===== src/hw/flash_ctrl_defs.svh =====
// constants for the flash erase, poll and identification host controller
`ifndef FLASH_CTRL_DEFS_SVH
`define FLASH_CTRL_DEFS_SVH
`define CLK_PERIOD_NS     100
`define STROBE_NS         100
`define STROBE_CYC        ((`STROBE_NS + `CLK_PERIOD_NS - 1) / `CLK_PERIOD_NS)
`define MIN_HIGH_NS       50
`define MIN_HIGH_CYC      (((`MIN_HIGH_NS + `CLK_PERIOD_NS - 1) / `CLK_PERIOD_NS) + 1)
`define CHIP_ERASE_MAX_S  26
`define SECT_ERASE_MAX_S  5
`define CYC_PER_S         10000000
`define ADDR_UNLOCK1      12'h555
`define ADDR_UNLOCK2      12'hAAA
`define DATA_UNLOCK1      8'hAA
`define DATA_UNLOCK2      8'h55
`define DATA_ERASE_SETUP  8'h80
`define DATA_CHIP_ERASE   8'h10
`define DATA_SECT_ERASE   8'h30
`define DATA_ID_ENTRY     8'h90
`define DATA_ID_EXIT      8'hF0
`define TOGGLE_BIT        6
`define CMD_ADDR_W        12
`endif


===== src/hw/flash_ctrl_pkg.sv =====
// types for the flash erase, poll and identification host controller
package flash_ctrl_pkg;
  typedef enum logic [2:0] {
    OP_CHIP_ERASE,
    OP_SECT_ERASE,
    OP_ID_ENTRY,
    OP_ID_EXIT_SHORT,
    OP_ID_EXIT_LONG,
    OP_READ
  } op_t;
endpackage


===== src/hw/bus_cycle_if.sv =====
// one bus cycle request between the sequencer and the pin driver
`timescale 1ns/1ns
interface bus_cycle_if;
  logic        req;
  logic        wr;
  logic        done;
  logic [18:0] addr;
  logic [15:0] wdata;
  logic [15:0] rdata;
  modport seq (output req, output wr, output addr, output wdata, input done, input rdata);
  modport drv (input req, input wr, input addr, input wdata, output done, output rdata);
endinterface


===== src/hw/flash_pin_driver.sv =====
// drives one read or write strobe on the flash pins
`timescale 1ns/1ns
`include "flash_ctrl_defs.svh"
module flash_pin_driver
  import flash_ctrl_pkg::*;
(
  input  wire logic   clk,
  input  wire logic   rst_b,
  input  wire logic   ce,
  bus_cycle_if.drv    cyc,
  input  wire logic [15:0] dq_in,
  output logic        ce_b,
  output logic        oe_b,
  output logic        we_b,
  output logic [18:0] addr,
  output logic [15:0] dq_out,
  output logic        dq_oe
);
  typedef enum logic [1:0] {D_IDLE, D_STROBE, D_HIGH} drv_state_t;
  drv_state_t  state_r;
  logic [3:0]  cnt_r;
  logic [15:0] dq_s1_r, dq_s2_r;

  wire strobe_end = (state_r == D_STROBE) && (cnt_r == 4'(`STROBE_CYC - 1));
  wire high_end   = (state_r == D_HIGH) && (cnt_r == 4'(`MIN_HIGH_CYC - 1));

  assign cyc.done  = high_end;
  // the second synchroniser stage holds the strobed data on the very edge that done is high
  assign cyc.rdata = dq_s2_r;

  always_ff @(posedge clk or negedge rst_b) begin
    if (!rst_b) begin
      dq_s1_r <= 16'h0000;
      dq_s2_r <= 16'h0000;
    end else if (ce) begin
      dq_s1_r <= dq_in;
      dq_s2_r <= dq_s1_r;
    end
  end

  always_ff @(posedge clk or negedge rst_b) begin
    if (!rst_b) begin
      state_r <= D_IDLE;
      cnt_r   <= 4'h0;
      ce_b    <= 1'b1;
      oe_b    <= 1'b1;
      we_b    <= 1'b1;
      addr    <= 19'h00000;
      dq_out  <= 16'h0000;
      dq_oe   <= 1'b0;
    end else if (ce) begin
      case (state_r)
        D_IDLE: begin
          cnt_r <= 4'h0;
          if (cyc.req) begin
            state_r <= D_STROBE;
            addr    <= cyc.addr;
            dq_out  <= cyc.wdata;
            dq_oe   <= cyc.wr;
            ce_b    <= 1'b0;
            we_b    <= !cyc.wr;
            oe_b    <= cyc.wr;
          end
        end
        D_STROBE: begin
          cnt_r <= cnt_r + 4'h1;
          if (strobe_end) begin
            state_r <= D_HIGH;
            cnt_r   <= 4'h0;
            ce_b    <= 1'b1;
            we_b    <= 1'b1;
            oe_b    <= 1'b1;
          end
        end
        default: begin
          cnt_r <= cnt_r + 4'h1;
          dq_oe <= 1'b0;
          if (high_end) state_r <= D_IDLE;
        end
      endcase
    end
  end
endmodule // flash_pin_driver


===== src/hw/flash_erase_poll_id_ctrl.sv =====
// host sequencer for flash erase, toggle polling and identification
`timescale 1ns/1ns
`include "flash_ctrl_defs.svh"
module flash_erase_poll_id_ctrl
  import flash_ctrl_pkg::*;
#(
  parameter int unsigned CHIP_TIMEOUT_CYC = `CHIP_ERASE_MAX_S * `CYC_PER_S,
  parameter int unsigned SECT_TIMEOUT_CYC = `SECT_ERASE_MAX_S * `CYC_PER_S
) (
  input  wire logic        clk,
  input  wire logic        rst_b,
  input  wire logic        clk_en,
  input  wire logic        cmd_valid,
  input  wire logic [2:0]  cmd_op,
  input  wire logic [18:0] cmd_addr,
  output logic             cmd_ready,
  output logic             resp_valid,
  output logic             resp_timeout,
  output logic [15:0]      resp_data,
  output logic             busy,
  output logic             flash_ce_b,
  output logic             flash_oe_b,
  output logic             flash_we_b,
  output logic [18:0]      flash_addr,
  input  wire logic [15:0] flash_dq_in,
  output logic [15:0]      flash_dq_out,
  output logic             flash_dq_oe
);
  typedef enum logic [2:0] {S_IDLE, S_WRITE, S_POLL_A, S_POLL_B, S_READ, S_DONE} seq_state_t;
  seq_state_t  state_r;
  op_t         op_r;
  logic [18:0] addr_r;
  logic [2:0]  step_r;
  logic [15:0] prev_r;
  logic [31:0] wait_r;
  logic        tmo_r;
  logic [15:0] data_r;
  logic        resp_r;

  bus_cycle_if cyc ();

  flash_pin_driver u_drv (
    .clk    (clk),
    .rst_b  (rst_b),
    .ce     (clk_en),
    .cyc    (cyc),
    .dq_in  (flash_dq_in),
    .ce_b   (flash_ce_b),
    .oe_b   (flash_oe_b),
    .we_b   (flash_we_b),
    .addr   (flash_addr),
    .dq_out (flash_dq_out),
    .dq_oe  (flash_dq_oe)
  );

  // number of write cycles per op
  function automatic logic [2:0] op_len(input op_t op);
    case (op)
      OP_CHIP_ERASE, OP_SECT_ERASE: op_len = 3'd6;
      OP_ID_ENTRY, OP_ID_EXIT_LONG: op_len = 3'd3;
      OP_ID_EXIT_SHORT:             op_len = 3'd1;
      default:                      op_len = 3'd0;
    endcase
  endfunction

  // write address and data for step s; only A11-A0 and the low byte matter, except the full sector address on the last sector erase write
  function automatic logic [27:0] op_word(input op_t op, input logic [2:0] s, input logic [18:0] a);
    logic [11:0] ca;
    logic [7:0]  cd;
    ca = `ADDR_UNLOCK1;
    cd = `DATA_UNLOCK1;
    if (op == OP_ID_EXIT_SHORT) begin
      cd = `DATA_ID_EXIT;
    end else if (s == 3'd1 || s == 3'd4) begin
      ca = `ADDR_UNLOCK2;
      cd = `DATA_UNLOCK2;
    end else if (s == 3'd2) begin
      cd = (op == OP_ID_ENTRY) ? `DATA_ID_ENTRY :
           (op == OP_ID_EXIT_LONG) ? `DATA_ID_EXIT : `DATA_ERASE_SETUP;
    end else if (s == 3'd5) begin
      cd = (op == OP_CHIP_ERASE) ? `DATA_CHIP_ERASE : `DATA_SECT_ERASE;
      if (op == OP_SECT_ERASE) begin
        // the sector address goes out whole, the only write that keeps upper address bits
        return {1'b0, a, cd};
      end
    end
    op_word = {8'h00, ca, cd};
  endfunction

  wire [27:0] word      = op_word(op_r, step_r, addr_r);
  wire        is_erase  = (op_r == OP_CHIP_ERASE) || (op_r == OP_SECT_ERASE);
  wire [31:0] limit     = (op_r == OP_CHIP_ERASE) ? CHIP_TIMEOUT_CYC : SECT_TIMEOUT_CYC;
  wire        toggled   = cyc.rdata[`TOGGLE_BIT] != prev_r[`TOGGLE_BIT];
  // timeout judged only after a toggled pair, so a finished erase is never reported as late
  wire        expired   = wait_r >= limit;

  assign cyc.req   = (state_r == S_WRITE) || (state_r == S_POLL_A) || (state_r == S_POLL_B) || (state_r == S_READ);
  assign cyc.wr    = (state_r == S_WRITE);
  assign cyc.addr  = (state_r == S_WRITE) ? word[26:8] : addr_r;
  assign cyc.wdata = {8'h00, word[7:0]};
  assign cmd_ready = (state_r == S_IDLE);
  assign busy      = (state_r != S_IDLE);
  assign resp_valid   = resp_r;
  assign resp_timeout = tmo_r;
  assign resp_data    = data_r;

  always_ff @(posedge clk or negedge rst_b) begin
    if (!rst_b) begin
      state_r <= S_IDLE;
      op_r    <= OP_READ;
      addr_r  <= 19'h00000;
      step_r  <= 3'h0;
      prev_r  <= 16'h0000;
      wait_r  <= 32'h0;
      tmo_r   <= 1'b0;
      data_r  <= 16'h0000;
      resp_r  <= 1'b0;
    end else if (clk_en) begin
      resp_r <= 1'b0;
      if (state_r != S_IDLE) wait_r <= wait_r + 32'h1;
      case (state_r)
        S_IDLE: begin
          wait_r <= 32'h0;
          if (cmd_valid) begin
            op_r    <= op_t'(cmd_op);
            addr_r  <= cmd_addr;
            step_r  <= 3'h0;
            tmo_r   <= 1'b0;
            state_r <= (op_t'(cmd_op) == OP_READ) ? S_READ : S_WRITE;
          end
        end
        S_WRITE: if (cyc.done) begin
          step_r <= step_r + 3'h1;
          if (step_r == op_len(op_r) - 3'h1) begin
            state_r <= is_erase ? S_POLL_A : S_DONE;
            wait_r  <= 32'h0;
          end
        end
        S_POLL_A: if (cyc.done) begin
          prev_r  <= cyc.rdata;
          state_r <= S_POLL_B;
        end
        S_POLL_B: if (cyc.done) begin
          prev_r <= cyc.rdata;
          // start level ignored; only a flip between reads means busy
          if (!toggled) begin
            data_r  <= cyc.rdata;
            state_r <= S_DONE;
          end else if (expired) begin
            tmo_r   <= 1'b1;
            data_r  <= cyc.rdata;
            state_r <= S_DONE;
          end
        end
        S_READ: if (cyc.done) begin
          data_r  <= cyc.rdata;
          state_r <= S_DONE;
        end
        default: begin
          resp_r  <= 1'b1;
          state_r <= S_IDLE;
        end
      endcase
    end
  end
endmodule // flash_erase_poll_id_ctrl


===== config.mk =====
export PLATFORM = sky130hd
export DESIGN_NAME = flash_erase_poll_id_ctrl
export DESIGN_NICKNAME = d
export VERILOG_FILES = /design/src/hw/flash_ctrl_pkg.sv /design/src/hw/bus_cycle_if.sv /design/src/hw/flash_pin_driver.sv /design/src/hw/flash_erase_poll_id_ctrl.sv
export VERILOG_INCLUDE_DIRS = /design/src /design/src/hw
export SDC_FILE = /design/constraint.sdc
export NUM_CORES = 1
export LEC_CHECK = 0
export BUFFER_PORTS_ARGS = -buffer_cell sky130_fd_sc_hd__buf_4
export CAP_MARGIN = 0
export CORE_AREA = 5 5 112 135
export CTS_CLUSTER_SIZE = 25
export DETAILED_ROUTE_END_ITERATION = 8
export DIE_AREA = 0 0 117 140
export GPL_ROUTABILITY_DRIVEN = 0
export GPL_TIMING_DRIVEN = 0
export MAX_ROUTING_LAYER = met4
export PLACE_DENSITY = 0.78
export SYNTH_ARGS = -nofsm -noshare
export SYNTH_HDL_FRONTEND = slang
export SYNTH_SLANG_ARGS = --single-unit

===== constraint.sdc =====
create_clock -name clk -period 3.1 [get_ports clk]
set_input_delay 0.62 -clock clk [delete_from_list [all_inputs] [get_ports clk]]
set_output_delay 0.62 -clock clk [all_outputs]
set_load 0.005 [all_outputs]

Word level (Yosys, flattened, before mapping)

Cells that the tools add are included.

Register bits after elaboration: 154
Logic and storage cells: 155

Add/sub/neg operators: 4
Order comparisons: 1
Eq/ne operators: 29
Muxes and demuxes: 69
Bitwise gates (word level): 1
Reduce and logical (&&, ||, !) cells: 32

Operators by type and width:

| cell                                                             | number |
|---|---|
| 27-bit two-way mux                                               | 6 |
| 32-bit two-way mux                                               | 3 |
| 16-bit two-way mux                                               | 4 |
| 32-bit one-hot mux with 2 select lines                           | 1 |
| 3-bit two-way mux                                                | 15 |
| 32-bit by 1-bit adder with 32-bit output (second input constant) | 1 |
| 32-bit by 28-bit >= comparator with 1-bit output                 | 1 |
| 8-bit two-way mux                                                | 4 |
| 16-bit one-hot mux with 2 select lines                           | 1 |
| 28-bit two-way mux                                               | 1 |
| 12-bit two-way mux                                               | 2 |
| 19-bit two-way mux                                               | 1 |
| 2-bit inequality test (second input constant)                    | 9 |
| 3-bit by 2-bit == test with 1-bit output (second input constant) | 5 |
| 3-bit == test (second input constant)                            | 5 |
| 3-bit one-hot mux with 5 select lines                            | 1 |
| 1-bit two-way mux                                                | 14 |
| 7-bit two-way mux                                                | 2 |
| 3-bit AND reduction                                              | 4 |
| 4-bit AND reduction                                              | 3 |
| 1-bit one-hot mux with 2 select lines                            | 5 |
| 3-bit by 1-bit == test with 1-bit output (second input constant) | 3 |
| 3-bit one-hot mux with 3 select lines                            | 1 |
| 4-bit one-hot mux with 2 select lines                            | 1 |
| other kinds (29)                                                 | 43 |

Depth between registers and ports, before layout

Gate-level depths: netlist of run 1.

Depth after elaboration: 11
Mapped depth: 10

Modules after synthesis

From an unflattened synthesis of run 1, not the netlist that was laid out.

Cell total of the unflattened synthesis: 631
Area, all modules: 7454.6 µm²

By module, submodules not included:

| module                   | times used | cells an instance | area an instance (µm²) | sequential area each (µm²) |
|---|---|---|---|---|
| flash_erase_poll_id_ctrl | 1          | 430               | 4335.4                 | 1979.4 |
| flash_pin_driver         | 1          | 201               | 3119.2                 | 1930.6 |

Least setup slack after synthesis of run 1

No wires, ideal clock.

Kind: reg-to-reg
Start point: register op_r[2]
End point: register data_r[0], in the netlist resp_data[0]
Setup time: 125 ps
Arrival: 2748 ps
Slack: 227 ps
Cell stages (with the launch flop): 11
Period minus slack after synthesis: 2873 ps
Path through: dfstp_2 -> nor3_4 -> inv_1 -> ha_1 -> nand4_1 -> or3b_4 -> nor3_1 -> or4_1 -> o21ai_4 -> buf_6 -> mux2_4

Cells in the longest elaborated chain, start to end: 5

Ends and longest elaborated chain:

| item                                             | line                            | RTL |
|---|---|---|
| start: declaration                               | flash_erase_poll_id_ctrl.sv:31  | `op_t op_r;` |
| start signal: assignment                         | flash_erase_poll_id_ctrl.sv:125 | `op_r <= op_t'(cmd_op);` |
| 3-bit logical NOT                                | flash_erase_poll_id_ctrl.sv:92  | `wire [31:0] limit = (op_r == OP_CHIP_ERASE) ? CHIP_TIMEOUT_CYC : SECT_TIMEOUT_CYC;` |
| 28-bit two-way mux                               | flash_erase_poll_id_ctrl.sv:92  |  |
| 32-bit by 28-bit >= comparator with 1-bit output | flash_erase_poll_id_ctrl.sv:95  | `wire expired = wait_r >= limit;` |
| 3-bit inequality test (no line)                  | --                              |  |
| 5-bit AND reduction (no line)                    | --                              |  |
| end signal: assignment                           | flash_erase_poll_id_ctrl.sv:147 | `data_r <= cyc.rdata;` |
| end signal: assignment                           | flash_erase_poll_id_ctrl.sv:151 | `data_r <= cyc.rdata;` |
| end signal: assignment                           | flash_erase_poll_id_ctrl.sv:156 | `data_r <= cyc.rdata;` |
| end: declaration                                 | flash_erase_poll_id_ctrl.sv:37  | `logic [15:0] data_r;` |

Every way passes these cells.
A chain may end at the register's enable or synchronous reset.

Final worst setup path of run 1

Start point: register op_r[2]
End point: register data_r[9], in the netlist resp_data[9]

Same word-level chain as after synthesis.

==> run_results.csv, run 1 <==
group,metric,value,unit
run_status,outcome,"finished, final reports clean",
drt,vias,5119,
synth,synth_area,6930,um2
clock_network,cts_root_buffer,"clkbuf_16",
power_and_ir_drop,ir_drop,0.604,mV
synth,synthDominantCellAreaShare,50.9,%
clock_network,cts.clk_slew.worst_paths,0.06,ns
setup_path,critPathBufInv,2,
synth,synth_cells,621,
drt,drc,0,
job,max-cap-violations,0,
global_route,met1_usage,22.7,%
place,place_inst,891,
synth,yosysWarnings,0,
setup_path,cp_num_cells,10,
sta,period_minus_slack,2.94,ns
setup_path,worst_setup_path_end_kind,"flop",
die,die_height,140,um
global_route,busiest_layer,"met2",
setup_path,path_max_fanout,10,
final_layout,syn2layout_area_growth,22.1,%
synth,avgSynthCellArea,11.2,um2
sta,hold_slack,0.102,ns
die,ios,101,
setup_path,max_stage_delay,0.61,ns
setup_path,path_cells,"nor3_4 > inv_2 > ha_1 > nand4_1 > or3b_4 > nor3_1 > or4_1 > o21ai_4 > buf_6 > mux2_4",
setup_path,critPathTopFamily,"simple AND/OR/NAND/NOR gates",
global_route,grt_pass1_vias,5487,
sta,maxSlewViolCount,0,
drt,drt_iter0_markers,277,
synth,synth-seq-cells,146,
final_layout,antenna-diode-count,0,
sta,setup_viol,0,
synth,synthTopCellsByArea,"dfrtp_1, mux2_2, nor2_1, ha_1, xor2_1",
setup_path,critPathLaunchType,"flop",
hold_path,hold_path_class,"primary input to async pin",
clock_network,cts_max_level,4,
final_layout,fin_area,8470,um2
sta,skew,0.0150,ns
synth,yosysUniqueCellTypes,62,
global_route,met3_usage,5.09,%
drt,dr.pass1.iters,5,
setup_path,path_class,"flop to flop",
final_layout,final_util,62.1,%
place,dpl-instance-area,7890,um2
setup_path,cp_slowest_cell,"dfstp_2",
place,port_buffers,91,
sta,hold_viol,0,
synth,yosysSeqAreaShare,52.8,%
clock_network,cts_buffer_depth,2,
global_route,grt_util_all_layers,20.6,%
clock_network,cts_buffers,17,
setup_path,arrival,3.25,ns
drt,ant_nets,0,
sta,max_slew_margin,54.8,%
power_and_ir_drop,p_leak,0.00399,uW
sta,rsz0062_at_grt,"false",
global_route,antenna_found_initial,0,
drt,routedWlPerCell,16.9,um
clock_network,clkLatencyLatePin,0.43,ns
synth,synth_area_leader_cell,"dfrtp_1",
global_route,grt_use_met2,35.2,%
setup_path,crit_required,3.40,ns
clock_network,cts_tree,"yes",
global_route,gr-total-overflow,0,
setup_path,reg2reg_depth,10,
final_layout,nets,800,
synth,synth-edff-count,0,
place,dp_hpwl,11300,um
clock_network,clock_sinks,146,
sta,worstMarginPinSlew,0.671,ns
final_layout,instances_no_fill,924,
drt,wirelength,15600,um
clock_network,hold_buffers,0,
die,start_util,50.8,%
drt,viasPerCell,5.54,
die,dieArea,16400,um2
die,placementRows,47,
power_and_ir_drop,power_density,825,nW/um2
sta,fmax,340,MHz
power_and_ir_drop,p_total,6990,uW
global_route,grt_max_degree,105,
sta,fin_crit_sh,95.0,%
die,core_area,13600,um2
synth,synth_top_flop_cell,"dfrtp_1",
die,chipWidth,117,um
global_route,grt_pass1_wl,26000,um
final_layout,final_layout_size_suffix_gt1_share,30.1,%
synth,async_reset_ff_share,100,%
state kept, by name, summed over array words and instances, names as in the netlist, 2 cells and up:
register         cells
addr_r              19
op_r                 3
resp_data           16
state_r              3
step_r               3
u_drv.addr          19
u_drv.cnt_r          4
u_drv.cyc.rdata     16
u_drv.dq_out         6
u_drv.dq_s1_r       16
u_drv.state_r        2
wait_r              32
cell usage in the layout, fill, tap and decap left out, types with 3 or more instances in the layout:
master / Yosys / routed
a31oi_1: 3 / 3
nand2_1: 51 / 51
nor2b_1: 3 / 3
buf_4: 10 / 102
a22o_1: 7 / 7
nand2b_1: 6 / 6
dfrtp_1: 141 / 141
nor3_1: 9 / 9
ha_1: 17 / 17
buf_2: 5 / 5
o31ai_1: 4 / 4
clkbuf_16: 0 / 17
nor2_1: 59 / 59
a211o_1: 3 / 3
clkinv_2: 0 / 3
clkbuf_1: 17 / 19
xnor2_1: 11 / 11
nand4_1: 14 / 14
mux2_4: 10 / 10
xor2_1: 23 / 23
mux2_2: 59 / 59
o22ai_1: 5 / 5
a21oi_1: 21 / 21
conb_1: 1 / 8
and4_1: 3 / 3
dfstp_2: 5 / 5
and2_1: 3 / 3
nand3_1: 22 / 22
inv_1: 19 / 18
clkbuf_8: 1 / 5
o21ai_0: 37 / 37
mux2i_1: 4 / 4
and3_1: 9 / 9
layer usage:
| layer | share of wire [%] | vias to the layer above |
|---|---|---|
| li1 | - | 2393 |
| met1 | 38 | 2541 |
| met2 | 53 | 157 |
| met3 | 5.8 | 28 |
| met4 | 2.3 | 0 |
| met5 | 0 | - |
where the power goes:
part	switching [uW]	total, uW	internal [uW]	leakage, uW
sequential	389	2820	2430	0.00186
combinational	1140	2220	1080	0.00186
clock	771	1950	1180	0.000275
cell families (layout without fill, tap and decap cells):
| kind of cell | after synthesis | count (layout) | synth area share [%] |
|---|---|---|---|
| AND/OR/NAND/NOR | 195 | 195 | 14.1 |
| adder cells (fa/ha/maj) | 17 | 17 | 3.07 |
| multiplexers | 73 | 73 | 12.3 |
| flip-flops | 146 | 146 | 52.8 |
| XOR/XNOR | 34 | 34 | 4.29 |
| buffers and inverters | 54 | 179 | 3.81 |
| AO/OA/AOI/OAI | 101 | 101 | 9.62 |
| other | 1 | 8 | 0.0541 |
worst paths after layout:
check / startpoint / endpoint / slack, ns
max: op_r[2]$_DFFE_PN1P_ / resp_data[9]$_DFFE_PN0P_ / 0.16
min: rst_b / addr_r[15]$_DFFE_PN0P_ / 0.10
max reg2reg: op_r[2]$_DFFE_PN1P_ / resp_data[9]$_DFFE_PN0P_ / 0.16
min reg2reg: addr_r[16]$_DFFE_PN0P_ / u_drv.addr[16]$_DFFE_PN0P_ / 0.49
max in group asynchronous: rst_b / wait_r[12]$_DFFE_PN0P_ / 2.17
min in group clk: cmd_op[2] / op_r[2]$_DFFE_PN1P_ / 0.42
synthesized netlist by cell type, drive strengths merged, types with 3 or more instances:
cell / instances
dfstp: 5
inv: 19
and2: 4
a211o: 3
mux2: 69
dfrtp: 141
nand2: 51
xnor2: 11
nand4: 14
nor3: 11
ha: 17
and4: 3
a22o: 7
o21ai: 38
o22ai: 5
nor2b: 3
o31ai: 4
buf: 17
a31oi: 3
clkbuf: 18
xor2: 23
nor2: 59
nand2b: 6
a21oi: 21
mux2i: 4
and3: 9
nand3: 22
through the flow:
stage / setup WS, ns / TNS (ns)
6_report: 0.156 / 0
3_3_place_gp: -0.0823 / -0.818
2_1_floorplan: 0.227 / 0
5_1_grt: 0.0374 / 0
4_1_cts: 0.0384 / 0
3_5_place_dp: -0.160 / -1.57
area by class of cell:
cell class	instances	area (um2)
Buffer	35	193
Sequential cell	146	3660
Fill cell	1081	5170
Clock buffer	23	488
Tap cell	171	214
Inverter	19	71.3
Timing Repair Buffer	94	729
Multi-Input combinational cell	428	3040
Clock inverter	8	77.6
worst reg2reg max path, stage by stage (launching register included):
cell	delay (ns)
dfstp_2	0.61
nor3_4	0.07
inv_2	0.16
ha_1	0.30
nand4_1	0.13
or3b_4	0.17
nor3_1	0.07
or4_1	0.60
o21ai_4	0.20
buf_6	0.20
mux2_4	0.32
what timing repair did:
item / CTS / global route
buffers inserted: 1 / 1
pin swaps: 1 / 1
cloned: 0 / 0
setup endpoints to repair: 11 / 16
gates resized for setup: 1 / 0
Note: power is estimated with default switching activity, not from simulation.
==> run 2: changes to the inputs <==
--- a/config.mk
+++ b/config.mk
@@ -6,7 +6,7 @@
 export SDC_FILE = /design/constraint.sdc
 export NUM_CORES = 1
 export LEC_CHECK = 0
-export BUFFER_PORTS_ARGS = -buffer_cell sky130_fd_sc_hd__buf_4
+export BUFFER_PORTS_ARGS = -buffer_cell sky130_fd_sc_hd__buf_2
 export CAP_MARGIN = 0
 export CORE_AREA = 5 5 112 135
 export CTS_CLUSTER_SIZE = 25
==> run_results.csv, run 2 (synthesized netlist as in run 1, its figures left out) <==
group,metric,value,unit
power_and_ir_drop,power_density,829,nW/um2
sta,hold_viol,0,
drt,ant_nets,0,
sta,fmax,336,MHz
setup_path,path_class,"flop to flop",
sta,period_minus_slack,2.98,ns
clock_network,clock_sinks,146,
power_and_ir_drop,ir_drop,0.585,mV
die,start_util,50.8,%
die,core_area,13600,um2
final_layout,top_register,"wait_r",
power_and_ir_drop,power.switching,2320,uW
clock_network,cts_max_level,4,
global_route,antenna_found_initial,0,
clock_network,hold_buffers,0,
final_layout,antenna-diode-count,0,
clock_network,cts.clk_slew.worst_paths,0.06,ns
sta,tns,0,ns
sta,setup_viol,0,
global_route,grt_pass1_wl,26300,um
drt,drc,0,
setup_path,critPathLaunchType,"flop",
power_and_ir_drop,internal_power,4510,uW
die,placementRows,47,
clock_network,clkLatencyLatePin,0.42,ns
sta,skew,0.00935,ns
clock_network,cts_tree,"yes",
sta,worstMarginPinSlew,0.652,ns
run_status,outcome,"finished, final reports clean",
final_layout,final_common_cell,"dfrtp_1",
place,port_buffers,91,
sta,rsz0062_at_grt,"false",
global_route,gr-total-overflow,0,
clock_network,cts_root_buffer,"clkbuf_16",
die,die_height,140,um
drt,viasPerCell,5.49,
setup_path,worst_setup_path_end_kind,"flop",
power_and_ir_drop,power_frac_seq,41.0,%
drt,vias,5082,
global_route,grt_max_degree,84,
sta,finalWorstSetupSlack,0.120,ns
setup_path,arrival,3.28,ns
global_route,grt_pass1_vias,5486,
die,ios,101,
setup_path,path_max_fanout,10,
clock_network,cts_buffer_depth,2,
final_layout,nets,800,
final_layout,final_cell_mix,"dfrtp_1, buf_2, nor2_1, mux2_2, nand2_1",
power_and_ir_drop,p_leak,0.00393,uW
place,pre_cts_slack,-0.141,ns
final_layout,syn2layout_area_growth,18.7,%
power_and_ir_drop,clockPowerShare,28.2,%
drt,wirelength,15600,um
sta,max_slew_margin,56.1,%
clock_network,cts_buffers,17,
final_layout,largest_register_ffs,32,
drt,dr.pass1.iters,7,
final_layout,final_layout_size_suffix_gt1_share,30.1,%
place,dp_hpwl,11300,um
power_and_ir_drop,p_sw_share,34.0,%
global_route,grt_util_all_layers,20.8,%
drt,drt_iter0_markers,259,
die,chipWidth,117,um
hold_path,hold_path_class,"primary input to async pin",
setup_path,crit_required,3.41,ns
die,dieArea,16400,um2
sta,maxSlewViolCount,0,
sta,fin_crit_sh,96.1,%
job,max-cap-violations,0,
final_layout,top_regs,"wait_r x32, addr_r x19, u_drv.addr x19",
sta,hold_slack,0.179,ns
drt,routedWlPerCell,16.8,um
power_and_ir_drop,p_comb_share,30.7,%
==> run 2: changes by cell type in the layout (fill, tap and decap cells not counted), sizes merged <==
cell and delta:
clkinvlp +1, inv +2, clkbuf -2
==> run 2: worst paths after layout <==
kind	slack, ns	depth (start not counted)	to	from
max in group asynchronous	2.12	2	wait_r[14]$_DFFE_PN0P_	rst_b
worst min-delay path	0.18	1	addr_r[15]$_DFFE_PN0P_	rst_b
worst min register to register	0.49	2	u_drv.addr[11]$_DFFE_PN0P_	u_drv.addr[11]$_DFFE_PN0P_
min in group clk	0.43	2	addr_r[12]$_DFFE_PN0P_	cmd_addr[12]
worst max-delay path	0.12	10	resp_data[7]$_DFFE_PN0P_	op_r[2]$_DFFE_PN1P_
worst max register to register	0.12	10	resp_data[7]$_DFFE_PN0P_	op_r[2]$_DFFE_PN1P_
==> run 2: through the flow <==
stage,std cells,util [%],instance area [um2],power (uW)
floorplan,628,-,6960,4130
global placement,890,55.9,7630,4740
detailed placement,891,56.2,7660,4880
CTS,924,60.3,8220,6840
global route,925,60.4,8230,7280
finish,925,60.4,8230,6830
==> run 2: final cells by class <==
| cell class | count | area [um2] |
|---|---|---|
| multi-input cells | 428 | 3040 |
| flip-flops and latches | 146 | 3660 |
| clock buffers | 21 | 450 |
| fillers | 1105 | 5410 |
| plain buffers | 35 | 193 |
| repair buffers | 94 | 504 |
| clock inverters | 11 | 103 |
| well taps | 171 | 214 |
| inverters | 19 | 73.8 |
==> run 2: what timing repair did <==
| item | 4_1_cts | 5_1_grt |
|---|---|---|
| setup buffers | 1 | 1 |
| endpoints found under the hold margin | 0 | 0 |
| gates resized for setup | 1 | 1 |
| setup endpoints to repair | 10 | 15 |
| pin swaps | 2 | 1 |
==> run 2: worst max-delay path, stage by stage, from the launching register on <==
cell and delay, ns:
dfstp_2 0.41, nor3_4 0.32, inv_4 0.12, ha_1 0.32, nand4_1 0.13, or3b_4 0.17
nor3_1 0.06, or4_1 0.60, o21ai_4 0.21, buf_6 0.20, mux2_4 0.32
==> run 2: power by group through the flow <==
| stage | Sequential, uW | Clock, uW | Combinational (uW) |
|---|---|---|---|
| after floorplan | 2750 | 0 | 1380 |
| after global placement | 2780 | 0 | 1960 |
| after detailed placement | 2810 | 0 | 2070 |
| after CTS | 2800 | 1960 | 2090 |
| after global routing | 2870 | 2050 | 2350 |
| final | 2800 | 1930 | 2100 |
==> run 2: layer usage <==
layer / up-vias / global-route usage [%] / share of wire, %
met5: - / - / 0
met4: 0 / 8.70 / 1.6
met3: 16 / 4.92 / 4.7
met2: 136 / 34.9 / 53
met1: 2537 / 23.5 / 40
li1: 2393 / - / -
==> run 3: changes to the inputs <==
--- a/config.mk
+++ b/config.mk
@@ -8,14 +8,15 @@
 export LEC_CHECK = 0
 export BUFFER_PORTS_ARGS = -buffer_cell sky130_fd_sc_hd__buf_2
 export CAP_MARGIN = 0
-export CORE_AREA = 5 5 112 135
+export CORE_AREA = 5 5 116 140
 export CTS_CLUSTER_SIZE = 25
 export DETAILED_ROUTE_END_ITERATION = 8
-export DIE_AREA = 0 0 117 140
+export DIE_AREA = 0 0 121 145
 export GPL_ROUTABILITY_DRIVEN = 0
 export GPL_TIMING_DRIVEN = 0
 export MAX_ROUTING_LAYER = met4
 export PLACE_DENSITY = 0.78
 export SYNTH_ARGS = -nofsm -noshare
 export SYNTH_HDL_FRONTEND = slang
+export SYNTH_HIERARCHICAL = 1
 export SYNTH_SLANG_ARGS = --single-unit
==> constraint.sdc (replaced) <==
create_clock -name clk -period 2.9 [get_ports clk]
set_input_delay 0.58 -clock clk [delete_from_list [all_inputs] [get_ports clk]]
set_output_delay 0.58 -clock clk [all_outputs]
set_load 0.005 [all_outputs]
==> run_results.csv, run 3 <==
group,metric,value,unit
clock_network,cts_max_level,4,
sta,skew,0.00990,ns
die,core_area,14800,um2
drt,dr.pass1.iters,5,
clock_network,cts_buffer_depth,2,
setup_path,critPathLaunchType,"flop",
sta,hold_viol,0,
power_and_ir_drop,power_density,859,nW/um2
synth,synthTopCellsByArea,"dfrtp_1, mux2_2, nor2_1, ha_1, xnor2_1",
global_route,gr-total-overflow,0,
job,max-cap-violations,0,
synth,synth_cells,631,
final_layout,nets,832,
die,chipWidth,121,um
sta,setup_viol,0,
sta,period_minus_slack,2.89,ns
run_status,outcome,"finished, final reports clean",
clock_network,cts_buffers,17,
place,port_buffers,100,
power_and_ir_drop,ir_drop,0.485,mV
final_layout,syn2layout_area_growth,21.4,%
setup_path,reg2reg_depth,11,
final_layout,top_regs,"wait_r x32, addr_r x19, u_drv/addr x19",
drt,drc,0,
final_layout,final_util,61.2,%
setup_path,arrival,3.20,ns
final_layout,final_cell_mix,"dfrtp_1, buf_2, mux2_2, nor2_1, inv_1",
sta,fin_crit_sh,99.7,%
synth,yosysUniqueCellTypes,68,
clock_network,hold_buffers,0,
synth,async_reset_ff_share,100,%
setup_path,rr_endpoint,"resp_data[10]$_DFFE_PN0P_",
synth,synth-seq-cells,156,
drt,drt_iter0_markers,349,
synth,yosysWarnings,6,
clock_network,cts_tree,"yes",
setup_path,path_class,"flop to flop",
sta,fmax,346,MHz
sta,max_slew_margin,50.2,%
die,ios,101,
synth,yosysMostFrequentCell,"dfrtp_1",
global_route,grt_pass1_vias,5729,
place,dp_hpwl,11700,um
synth,synth-edff-count,0,
die,die_height,145,um
clock_network,cts.clk_slew.worst_paths,0.07,ns
die,placementRows,49,
synth,yosys-top-cells-count,"dfrtp_1, mux2_2, nor2_1",
drt,routedWlPerCell,17.2,um
setup_path,reg2reg_slack,0.01,ns
final_layout,final_layout_size_suffix_gt1_share,36.8,%
setup_path,critPathLaunch,"op_r[2]$_DFFE_PN1P_",
sta,maxSlewViolCount,0,
clock_network,cts_root_buffer,"clkbuf_16",
clock_network,clkLatencyLatePin,0.43,ns
final_layout,final_common_cell,"dfrtp_1",
synth,synthDominantCellAreaShare,50.7,%
global_route,grt_util_all_layers,20.4,%
setup_path,worstReg2RegStart,"op_r[2]$_DFFE_PN1P_",
synth,synth_area,7450,um2
drt,ant_nets,0,
sta,finalWorstSetupSlack,0.00957,ns
die,dieArea,17500,um2
global_route,antenna_found_initial,1,
synth,avgSynthCellArea,11.8,um2
final_layout,largest_register_ffs,32,
setup_path,worst_setup_path_end_kind,"flop",
synth,yosysSeqAreaShare,52.5,%
clock_network,clock_sinks,156,
global_route,grt_max_degree,80,
synth,synth_top_flop_cell,"dfrtp_1",
die,start_util,50.5,%
drt,vias,5371,
final_layout,top_register,"wait_r",
place,pre_cts_slack,-0.350,ns
drt,viasPerCell,5.42,
setup_path,crit_required,3.21,ns
drt,wirelength,17000,um
power_and_ir_drop,p_leak,0.00431,uW
global_route,grt_pass1_wl,28000,um
setup_path,path_max_fanout,6,
sta,rsz0062_at_grt,"true",
synth,synth_area_leader_cell,"dfrtp_1",
sta,worstMarginPinSlew,0.737,ns
hold_path,hold_path_class,"primary input to async pin",
## run 3: changes by cell type in the layout (fill, tap and decap cells not counted), sizes merged, moves of 7 or more
cell / previous run / this run
a21o: 1 / 9
a21oi: 21 / 9
buf: 111 / 133
dfrtp: 141 / 151
inv: 22 / 34
mux2: 69 / 109
nand2: 51 / 25
nand3: 22 / 15
nor2: 59 / 70
o21ai: 38 / 11
xnor2: 11 / 20
xor2: 23 / 11
## run 3: cells by family after synthesis
logic type / after synthesis / share of synthesized area, %
compound gates: 70 / 6.98
xor+xnor: 31 / 3.64
fa+ha+maj: 17 / 2.85
buf+inv: 58 / 3.78
flops: 156 / 52.5
mux: 112 / 17.4
other cells: 1 / 0.0503
simple gates: 186 / 12.9
## run 3: worst max path at each step
stage                                             to  slack (ns)  cells past startpoint
after detailed placement   resp_data[11]$_DFFE_PN0P_       -0.35                     10
after global placement    u_drv/addr[11]$_DFFE_PN0P_       -0.93                      1
final                      resp_data[10]$_DFFE_PN0P_        0.01                     11
after global routing       resp_data[14]$_DFFE_PN0P_       -0.05                     12
after floorplan            resp_data[10]$_DFFE_PN0P_        0.09                     10
after CTS                  resp_data[12]$_DFFE_PN0P_       0.003                     11
## run 3: routing by layer
metal | global-route usage [%] | share of wire (%)
met5 | - | 0
met1 | 24.2 | 41
met3 | 4.05 | 3.8
met4 | 7.37 | 2.0
met2 | 34.4 | 54
## run 3: timing repair
action                                  CTS  global route
endpoints found under the setup margin   16            31
buffers inserted                          5             8
gates resized for setup                   6            10
hold endpoints to repair                  0             0
pin swaps                                 3             7
gates cloned                              0             2
## run 3: final cells by class
cell class | instances | area (um2)
diodes | 1 | 2.50
plain buffers | 31 | 185
clock buffers | 20 | 447
clock inverters | 12 | 103
fillers | 1149 | 5730
inverters | 27 | 109
multi-input cells | 424 | 3350
flip-flops and latches | 156 | 3910
well taps | 204 | 255
repair buffers | 115 | 673
repair inverters | 1 | 7.51
## run 3: through the flow
step | setup TNS [ns] | hold WS, ns | instances | cell area (um2) | power, uW
after floorplan | 0 | 0.284 | 638 | 7490 | 4630
after global placement | -141.90 | 0.467 | 942 | 8240 | 5340
after detailed placement | -4.43 | 0.474 | 943 | 8280 | 5510
after CTS | 0 | 0.219 | 980 | 8900 | 7690
after global routing | -0.455 | 0.239 | 991 | 9050 | 8250
final | 0 | 0.174 | 991 | 9050 | 7770
## run 3: report_power, final
group | switching, uW | leakage, uW | total, uW | internal (uW)
registers | 414 | 0.00197 | 3220 | 2810
clock network | 942 | 0.000257 | 2080 | 1140
logic | 1220 | 0.00209 | 2470 | 1250
total | 2580 | 0.00431 | 7770 | 5190
## run 3: worst max-delay path, stage by stage, from the launching register on
cell and delay (ns):
dfstp_2 0.57, nor3_4 0.06, buf_12 0.13, inv_8 0.07, ha_4 0.20, a2111o_1 0.44, a2111oi_4 0.39, o211ai_2 0.15
nand2b_1 0.15, buf_6 0.16, clkbuf_16 0.16, mux2_4 0.29
